## src/dpll_limit_divider_defines.svh

```systemverilog
`ifndef DPLL_LIMIT_DIVIDER_DEFINES_SVH
`define DPLL_LIMIT_DIVIDER_DEFINES_SVH

// Register offsets
`define REG_LIMIT_LOW_ADDR   8'h41
`define REG_LIMIT_HIGH_ADDR  8'h42
`define REG_RATIO_LOW_ADDR   8'h46
`define REG_RATIO_HIGH_ADDR  8'h47
`define REG_BANK_ADDR        8'h4B

// Widths
`define ADDR_W               8
`define DATA_W               8
`define LIMIT_W              10
`define LIMIT_HIGH_W         2
`define RATIO_W              14
`define RATIO_HIGH_W         6
`define NUM_INPUTS           2

// Field positions
`define BANK_SEL_BIT         4

// Reset values
`define LIMIT_LOW_RESET      8'hFF
`define LIMIT_HIGH_RESET     2'h3
`define RATIO_LOW_RESET      8'hFF
`define RATIO_HIGH_RESET     6'h3F
`define BANK_RESET           1'h0

// Largest ratio software may program
`define RATIO_MAX            14'h30D3

`endif

```

## src/dpll_limit_divider_pkg.sv

```systemverilog
`include "dpll_limit_divider_defines.svh"

package dpll_limit_divider_pkg;

  typedef struct packed {
    logic                 valid;
    logic                 write;
    logic [`ADDR_W-1:0]   addr;
    logic [`DATA_W-1:0]   wdata;
  } reg_req_s;

  typedef struct packed {
    logic [`DATA_W-1:0]       limit_low;
    logic [`LIMIT_HIGH_W-1:0] limit_high;
    logic [`DATA_W-1:0]       ratio_low;
    logic [`RATIO_HIGH_W-1:0] ratio_high;
    logic                     bank;
    logic [`DATA_W-1:0]       read_data;
  } regs_state_s;

  typedef struct packed {
    logic [`RATIO_W-1:0] count;
    logic                pulse;
  } div_state_s;

endpackage

```

## src/predivider.sv

```systemverilog
`timescale 1ns/1ps
`default_nettype none
`include "dpll_limit_divider_defines.svh"

module predivider
  import dpll_limit_divider_pkg::*;
(
  input  wire logic                clock_i,
  input  wire logic                reset_i,
  input  wire logic [`RATIO_W-1:0] ratio_i,
  input  wire logic                enable_i,
  input  wire logic                tick_i,
  output logic                     tick_o
);

  div_state_s state;
  div_state_s next_state;

  always_comb begin
    next_state = state;
    next_state.pulse = 1'b0;
    if (!enable_i) begin
      next_state.count = '0;
      next_state.pulse = tick_i;
    end else if (tick_i) begin
      // Divide by ratio plus one
      if (state.count >= ratio_i) begin
        next_state.count = '0;
        next_state.pulse = 1'b1;
      end else begin
        next_state.count = state.count + `RATIO_W'(1);
      end
    end
  end

  always_ff @(posedge clock_i) begin
    if (reset_i) begin
      state <= '0;
    end else begin
      state <= next_state;
    end
  end

  assign tick_o = state.pulse;

endmodule
`default_nettype wire

```

## src/dpll_limit_divider_regs.sv

```systemverilog
`timescale 1ns/1ps
`default_nettype none
`include "dpll_limit_divider_defines.svh"

module dpll_limit_divider_regs
  import dpll_limit_divider_pkg::*;
(
  input  wire logic                   clock_i,
  input  wire logic                   reset_i,
  input  wire reg_req_s               reg_req_i,
  output logic [`DATA_W-1:0]          read_data_o,
  output logic [`LIMIT_W-1:0]         loop_pull_in_limit_o,
  output logic [`RATIO_W-1:0]         predivider_ratio_o,
  output logic                        loop_bank_choice_o,
  input  wire logic [`NUM_INPUTS-1:0] use_predivider_i,
  input  wire logic [`NUM_INPUTS-1:0] in_tick_i,
  output logic [`NUM_INPUTS-1:0]      out_tick_o
);

  regs_state_s state;
  regs_state_s next_state;
  logic        wr;
  logic        rd;

  assign wr = reg_req_i.valid && reg_req_i.write;
  assign rd = reg_req_i.valid && !reg_req_i.write;

  always_comb begin
    next_state = state;
    if (wr) begin
      unique case (reg_req_i.addr)
        `REG_LIMIT_LOW_ADDR:  next_state.limit_low = reg_req_i.wdata;
        `REG_LIMIT_HIGH_ADDR: next_state.limit_high =
                                reg_req_i.wdata[`LIMIT_HIGH_W-1:0];
        `REG_RATIO_LOW_ADDR:  next_state.ratio_low = reg_req_i.wdata;
        `REG_RATIO_HIGH_ADDR: next_state.ratio_high =
                                reg_req_i.wdata[`RATIO_HIGH_W-1:0];
        `REG_BANK_ADDR:       next_state.bank =
                                reg_req_i.wdata[`BANK_SEL_BIT];
        default: ;
      endcase
    end
    if (rd) begin
      unique case (reg_req_i.addr)
        `REG_LIMIT_LOW_ADDR:  next_state.read_data = state.limit_low;
        `REG_LIMIT_HIGH_ADDR: next_state.read_data =
                                {6'h00, state.limit_high};
        `REG_RATIO_LOW_ADDR:  next_state.read_data = state.ratio_low;
        `REG_RATIO_HIGH_ADDR: next_state.read_data =
                                {2'h0, state.ratio_high};
        `REG_BANK_ADDR:       next_state.read_data =
                                {3'h0, state.bank, 4'h0};
        default:              next_state.read_data = 8'h00;
      endcase
    end
  end

  always_ff @(posedge clock_i) begin
    if (reset_i) begin
      state.limit_low  <= `LIMIT_LOW_RESET;
      state.limit_high <= `LIMIT_HIGH_RESET;
      state.ratio_low  <= `RATIO_LOW_RESET;
      state.ratio_high <= `RATIO_HIGH_RESET;
      state.bank       <= `BANK_RESET;
      state.read_data  <= 8'h00;
    end else begin
      state <= next_state;
    end
  end

  assign read_data_o          = state.read_data;
  assign loop_pull_in_limit_o = {state.limit_high, state.limit_low};
  assign predivider_ratio_o   = {state.ratio_high, state.ratio_low};
  assign loop_bank_choice_o   = state.bank;

  // One pre-divider per input
  genvar gi;
  generate
    for (gi = 0; gi < `NUM_INPUTS; gi++) begin : g_div
      predivider u_div (
        .clock_i  (clock_i),
        .reset_i  (reset_i),
        .ratio_i  (predivider_ratio_o),
        .enable_i (use_predivider_i[gi]),
        .tick_i   (in_tick_i[gi]),
        .tick_o   (out_tick_o[gi])
      );
    end
  endgenerate

  // Ticks counted on input 0 since its last output
  logic [`RATIO_W:0] tick_count;
  logic              ratio_dirty;
  logic              use_dirty;

  always_ff @(posedge clock_i) begin
    if (reset_i) begin
      tick_count  <= '0;
      ratio_dirty <= 1'b0;
      use_dirty   <= 1'b0;
    end else if (out_tick_o[0]) begin
      tick_count  <= {{`RATIO_W{1'b0}}, in_tick_i[0]};
      ratio_dirty <= wr && (reg_req_i.addr == `REG_RATIO_LOW_ADDR ||
                            reg_req_i.addr == `REG_RATIO_HIGH_ADDR);
      use_dirty   <= !use_predivider_i[0];
    end else begin
      tick_count  <= tick_count + {{`RATIO_W{1'b0}}, in_tick_i[0]};
      ratio_dirty <= ratio_dirty || (wr && (reg_req_i.addr == `REG_RATIO_LOW_ADDR ||
                                            reg_req_i.addr == `REG_RATIO_HIGH_ADDR));
      use_dirty   <= use_dirty || !use_predivider_i[0];
    end
  end

  logic seen_reset;
  always_ff @(posedge clock_i) begin
    seen_reset <= reset_i;
  end
endmodule
`default_nettype wire

```

## config.mk

```make
export PLATFORM = sky130hd
export DESIGN_NAME = dpll_limit_divider_regs
export DESIGN_NICKNAME = d
export VERILOG_FILES = /design/src/dpll_limit_divider_pkg.sv /design/src/predivider.sv /design/src/dpll_limit_divider_regs.sv
export VERILOG_INCLUDE_DIRS = /design/src
export SDC_FILE = /design/constraint.sdc
export NUM_CORES = 1
export LEC_CHECK = 0
export ABC_AREA = 1
export BUFFER_PORTS_ARGS = -buffer_cell sky130_fd_sc_hd__buf_2
export CAP_MARGIN = 10
export CORE_AREA = 2 2 96 107
export CTS_CLUSTER_SIZE = 28
export DETAILED_ROUTE_END_ITERATION = 10
export DIE_AREA = 0 0 98 109
export GPL_ROUTABILITY_DRIVEN = 0
export PLACE_DENSITY = 0.65
export SYNTH_ARGS = -nofsm -noshare
export SYNTH_HDL_FRONTEND = slang
export SYNTH_SLANG_ARGS = --single-unit
```

## constraint.sdc

```tcl
create_clock -name clock_i -period 1.6 [get_ports clock_i]
set_clock_uncertainty 0.15 [all_clocks]
set_input_delay 0.24 -clock clock_i [delete_from_list [all_inputs] [get_ports clock_i]]
set_output_delay 0.24 -clock clock_i [all_outputs]
set_load 0.05 [all_outputs]
```

==> impl_metrics.tcl, run 1 <==
set metrics [dict create \
    status "finished with violations" \
    violations "setup timing" \
    synth_seq_cells 63 \
    num_io_pins 59 \
    path_class "flip-flop to flip-flop" \
    swShare_pct 23.2 \
    synth_ff_type "dfxtp_1" \
    gr-total-overflow 0 \
    cp-end-kind "flip-flop" \
    dp_hpwl_um 7780 \
    fillers 869 \
    combPwrFrac_pct 7.0 \
    layout-drive-gt1-share_pct 39.5 \
    viasPerCell 4.89 \
    ys_types 37 \
    tightest_slew_ns 0.510 \
    ir_drop_v 0.000403 \
    antenna_found_initial 0 \
    cts_tree "done" \
    synthArstFlopShare_pct 0 \
    fin_nets 666 \
    synth_edf_count 0 \
    synth_top_area_share_pct 34.7 \
    grt_pass1_wl_um 16400 \
    clock-sinks 63 \
    track_usage_pct 19.7 \
    max_freq_mhz 541 \
    power.density_nw_per_um2 645 \
    n_antenna_cell 0 \
    detail-route-antenna-nets 0 \
    total_power_mw 3.32 \
    hold_path.class "input pin to flip-flop" \
    die_w_um 98 \
    rsz0062_at_grt "true" \
    synth_top_cell_by_area "dfxtp_1" \
    synthMostInstantiatedCell "nand2_1" \
    fin_util_pct 53.3 \
    io_buffer_count 58 \
    clock_power_share_pct 46.1 \
    rows 38 \
    synth_warnings 0 \
    ys_seq_area_share_pct 34.7 \
    start_util_pct 37.7 \
    relSlewSlack_pct 65.8 \
    grt_max_degree 24 \
    power_switching_uw 770 \
    cts-root-buf "clkbuf_8" \
    setup_ws_ns -0.248 \
    finalWirelength_um 10300 \
    post-route-drc-count 0 \
    final-hold-violation-count 0 \
    syn_area_um2 3640 \
    setup-violations-final 30 \
    die_area_um2 10700 \
    syn-num-nets 547 \
    postSynthCellCount 493 \
    core_area_um2 9650 \
    area_growth_pct 41.5 \
    synth_commonest_cells "nand2_1 (107), dfxtp_1 (63), inv_1 (59), nor2_1 (58), a21oi_1 (36)" \
    first_pass_iters 4 \
    cp-start-kind "flip-flop" \
    cap_violations 0 \
    h-tree-depth 3 \
    drv_slew 0 \
    clk_pin_slew_ns 0.07 \
    power.share.sequential_pct 46.9 \
    worstPathArrival_ns 1.99 \
    vias 3605 \
    p_leak_nw 2.30 \
    wl_per_cell_um 14.0 \
    avgSynthCellArea_um2 7.38 \
    synth_area_leaders "dfxtp_1 (35%), nand2_1 (11%), ha_1 (10%)" \
    grt_pass1_vias 3532 \
    internal_power_mw 2.55 \
    clockBufferDepth 2 \
    cp.required_ns 1.74 \
    crit_fanout 7 \
    cts_buffers 9 \
    die_y_um 109 \
    fin_crit_sh_pct 116 \
    clk_latency_ns 0.35 \
    min_period_ns 1.85 \
    drt_iter0_drc 171 \
]
-- state kept, by name, indices dropped and copies added (netlist names) --
signal	cells
g_div.u_div.state	28
g_div.u_div.tick_o	2
loop_bank_choice_o	1
loop_pull_in_limit_o	10
predivider_ratio_o	14
read_data_o	8
-- cells in the final DEF (no fill, tap or decap), types with 18 or more instances in the layout --
cell,n
ha_4,18
buf_2,58
inv_1,45
dfxtp_1,47
buf_4,55
nor2_1,36
a21oi_1,33
nor2_2,22
nand3_1,32
nand2_1,99
-- kinds of logic (layout without fill, tap and decap cells) --
logic type	after synthesis	count (layout)	synth area share, %
AOI/OAI and AO/OA	65	65	9.56
xor gates and xnor gates	21	21	5.06
adders and majority gates	30	30	10.3
buffers and inverters	76	198	9.91
DFF	63	63	34.7
muxes	2	2	0.550
and+or+nand+nor	236	238	29.9
-- final cells by class --
class,instances,area [um2],share of cell area [%]
multi-input combinational,356,2430,47.1
sequential,63,1310,25.5
timing repair buffer,120,783,15.2
inverter,62,260,5.06
tap,120,150,2.92
clock buffer,12,145,2.82
clock inverter,4,68.8,1.34
-- power groups by stage --
stage / registers [mW] / logic, mW / clock network [mW]
6_report: 1.56 / 0.232 / 1.53
5_1_grt: 1.56 / 0.255 / 1.64
4_1_cts: 1.56 / 0.221 / 1.57
3_5_place_dp: 1.59 / 0.200 / 0
3_3_place_gp: 1.59 / 0.196 / 0
2_1_floorplan: 1.60 / 0.126 / 0
-- per-stage QoR --
step           hold WS, ns  TNS [ns]  instances  cell area [um2]  setup WS (ns)
2_1_floorplan        0.203     -3.15        493             3830         -0.168
3_3_place_gp         0.302     -4.01        712             4570         -0.176
3_5_place_dp         0.308     -4.87        712             4570         -0.233
4_1_cts            0.00485     -2.34        737             4990         -0.104
5_1_grt             0.0269     -7.24        737             5150         -0.332
6_report            0.0194     -4.34        737             5150         -0.248
-- layer usage --
metal	vias up	share of wire, %	routed length (um)	global-route usage (%)
met3	26	5.0	516	4.04
li1	1828	-	-	-
met5	-	0	0	0
met4	0	3.1	324	11.2
met2	120	51	5290	35.3
met1	1631	41	4200	21.7
-- final timing paths --
| kind | cells past startpoint | startpoint | endpoint | slack, ns |
|---|---|---|---|---|
| min reg2reg | 2 | read_data_o[0] | read_data_o[0] | 0.32 |
| max | 11 | predivider_ratio_o[10] | g_div[1].u_div.state[10] | -0.25 |
| min | 3 | reg_req_i[1] | loop_pull_in_limit_o[1] | 0.02 |
| max reg2reg | 11 | predivider_ratio_o[10] | g_div[1].u_div.state[10] | -0.25 |
-- what timing repair did --
action                                  4_1_cts  5_1_grt
setup buffers                                 1        0
cloned                                        2        0
hold buffers                                  6        0
gates resized for setup                      27       37
endpoints found under the setup margin       29       30
endpoints found under the hold margin        13        0
pin swaps                                    10        2
-- critical path, cell delays in order (launching register included) --
cell and delay [ns]:
dfxtp_4 0.35, inv_2 0.12, ha_1 0.24, nand2_1 0.06
nor2_1 0.05, inv_1 0.04, nor2_1 0.04, nor2_1 0.21
nand3_2 0.15, nand2_4 0.14, nand2_8 0.10, nor2_4 0.14
No activity file was read; power rests on OpenSTA's default activity.
==> inputs of run 2 (changes only) <==
--- a/config.mk
+++ b/config.mk
@@ -6,13 +6,12 @@
 export SDC_FILE = /design/constraint.sdc
 export NUM_CORES = 1
 export LEC_CHECK = 0
-export ABC_AREA = 1
 export BUFFER_PORTS_ARGS = -buffer_cell sky130_fd_sc_hd__buf_2
 export CAP_MARGIN = 10
-export CORE_AREA = 2 2 96 107
+export CORE_AREA = 2 2 93 104
 export CTS_CLUSTER_SIZE = 28
 export DETAILED_ROUTE_END_ITERATION = 10
-export DIE_AREA = 0 0 98 109
+export DIE_AREA = 0 0 95 106
 export GPL_ROUTABILITY_DRIVEN = 0
 export PLACE_DENSITY = 0.65
 export SYNTH_ARGS = -nofsm -noshare
==> impl_metrics.tcl, run 2 <==
set metrics [dict create \
    cp-end-kind "flip-flop" \
    max_freq_mhz 509 \
    relSlewSlack_pct 73.1 \
    worstPathArrival_ns 2.06 \
    crit_path_end "g_div[0].u_div.state[8]" \
    p_leak_nw 2.10 \
    synth_warnings 0 \
    viasPerCell 5.11 \
    fin_util_pct 57.4 \
    ir_drop_v 0.000506 \
    cap_violations 0 \
    status "finished with violations" \
    regMostFlops "g_div.u_div.state" \
    antenna_found_initial 0 \
    h-tree-depth 3 \
    post-route-drc-count 0 \
    synth_top_area_share_pct 36.7 \
    synth_top_cell_by_area "dfxtp_1" \
    cp.required_ns 1.70 \
    tightest_slew_ns 0.403 \
    syn-num-nets 446 \
    power_switching_uw 746 \
    wl_per_cell_um 15.0 \
    combPwrFrac_pct 7.8 \
    pre_cts_ws_ns -0.481 \
    largest_reg_flops 28 \
    synth_edf_count 0 \
    cts-root-buf "clkbuf_8" \
    die_y_um 106 \
    min_period_ns 1.97 \
    layout_common_cells "buf_4 (86), buf_2 (58), dfxtp_1 (48)" \
    cts_tree "done" \
    track_usage_pct 21.0 \
    die_w_um 95 \
    clock_power_share_pct 41.0 \
    synthArstFlopShare_pct 0 \
    fin_crit_sh_pct 123 \
    syn_area_um2 3430 \
    synthMostInstantiatedCell "dfxtp_1" \
    setup-violations-final 30 \
    path_class "flip-flop to flip-flop" \
    area_growth_pct 52.5 \
    num_io_pins 59 \
    cp-start-kind "flip-flop" \
    n_antenna_cell 0 \
    synth_area_leaders "dfxtp_1 (37%), ha_1 (11%), a211o_1 (6.4%)" \
    synth_commonest_cells "dfxtp_1 (63), nand2_1 (35), nor2_1 (32), ha_1 (30), nor3_1 (30)" \
    grt_max_degree 15 \
    synth_seq_cells 63 \
    avgSynthCellArea_um2 8.76 \
    rr_worst_depth 9 \
    rsz0062_at_grt "true" \
    detail-route-antenna-nets 0 \
    reg2reg_to "g_div[0].u_div.state[8]" \
    violations "setup timing" \
    io_buffer_count 58 \
    synth_ff_type "dfxtp_1" \
    clk_latency_ns 0.35 \
    grt_pass1_wl_um 16300 \
    final-hold-violation-count 0 \
    rows 37 \
    swShare_pct 24.5 \
    start_util_pct 37.6 \
    fin_nets 598 \
    crit_fanout 7 \
    postSynthCellCount 392 \
    layout-drive-gt1-share_pct 44.8 \
    vias 3400 \
    ys_types 45 \
    gr-total-overflow 0 \
    ys_seq_area_share_pct 36.7 \
    die_area_um2 10100 \
    core_area_um2 9120 \
    reg2reg_slack_ns -0.37 \
    layout_commonest_cell "buf_4" \
    clock-sinks 63 \
    setup_ws_ns -0.366 \
    power.density_nw_per_um2 581 \
    crit-reg2reg-launch "predivider_ratio_o[12]" \
    first_pass_iters 4 \
    cts_buffers 9 \
    power.share.sequential_pct 51.1 \
    grt_pass1_vias 3474 \
    clk_pin_slew_ns 0.07 \
    drv_slew 0 \
    dp_hpwl_um 7890 \
    internal_power_mw 2.30 \
    total_power_mw 3.04 \
    finalWirelength_um 9980 \
    drt_iter0_drc 115 \
    clockBufferDepth 2 \
    hold_path.class "input pin to flip-flop" \
    startpoint "predivider_ratio_o[12]" \
]
==> run 2: critical path, stage by stage, from the launching register on <==
cell and delay (ns):
dfxtp_4 0.36, inv_4 0.04, buf_6 0.11, ha_4 0.26
nand4_1 0.19, nor2_4 0.19, o311ai_4 0.12, a21oi_2 0.21
buf_6 0.17, nor3_1 0.06
==> run 2: metal layers <==
| metal | global-route usage, % | share of wire [%] | vias to the layer above |
|---|---|---|---|
| met3 | 4.54 | 4.5 | 23 |
| met2 | 35.7 | 51 | 79 |
| met1 | 24.2 | 41 | 1592 |
| li1 | - | - | 1706 |
| met4 | 11.4 | 3.5 | 0 |
| met5 | 0 | 0 | - |
==> run 2: how the worst min path moves through the flow <==
stage | depth (start not counted) | start | to | slack (ns)
2_1_floorplan | 1 | use_predivider_i[0] | g_div[0].u_div.tick_o | 0.20
3_3_place_gp | 2 | read_data_o[4] | read_data_o[4] | 0.29
3_5_place_dp | 2 | read_data_o[5] | read_data_o[5] | 0.29
4_1_cts | 2 | reg_req_i[0] | loop_pull_in_limit_o[0] | 0.004
5_1_grt | 2 | reg_req_i[0] | loop_pull_in_limit_o[8] | 0.01
6_report | 2 | reg_req_i[0] | loop_pull_in_limit_o[0] | 0.02
==> run 2: what timing repair did <==
item                                   4_1_cts  5_1_grt
endpoints found under the hold margin       14        0
setup buffers                                3        3
pin swaps                                   13        3
gates resized for setup                     17        7
hold buffers                                 7        0
setup endpoints to repair                   30       30
==> run 2: cells by family after synthesis <==
group,synth area share [%]
buffers and inverters,4.63
XOR/XNOR,6.64
multiplexers,2.08
flip-flops,36.7
AND/OR/NAND/NOR,24.0
adder cells (fa/ha/maj),10.9
AO/OA/AOI/OAI,15.0
==> run 2: per-stage QoR <==
stage | TNS (ns) | instance area, um2 | std cells | hold slack (ns)
2_1_floorplan | -6.52 | 3790 | 392 | 0.199
3_3_place_gp | -14.27 | 4810 | 637 | 0.290
3_5_place_dp | -16.52 | 4810 | 637 | 0.295
4_1_cts | -8.18 | 5180 | 663 | 0.00361
5_1_grt | -12.56 | 5230 | 666 | 0.0146
6_report | -9.81 | 5230 | 666 | 0.0211
==> run 2: area by class of cell <==
class	count	area (um2)
clock buffer	12	155
clock inverter	4	20.0
fill	765	3890
inverter	20	95.1
multi-input combinational	292	2380
sequential	63	1310
tap	117	146
timing repair buffer	158	1120
==> run 2: power groups by stage <==
stage               registers (mW)  logic, mW  clock network [mW]
global placement              1.59      0.215                   0
CTS                           1.56      0.236                1.28
detailed placement            1.59      0.219                   0
global route                  1.55      0.259                1.35
floorplan                     1.59      0.111                   0
finish                        1.56      0.239                1.25
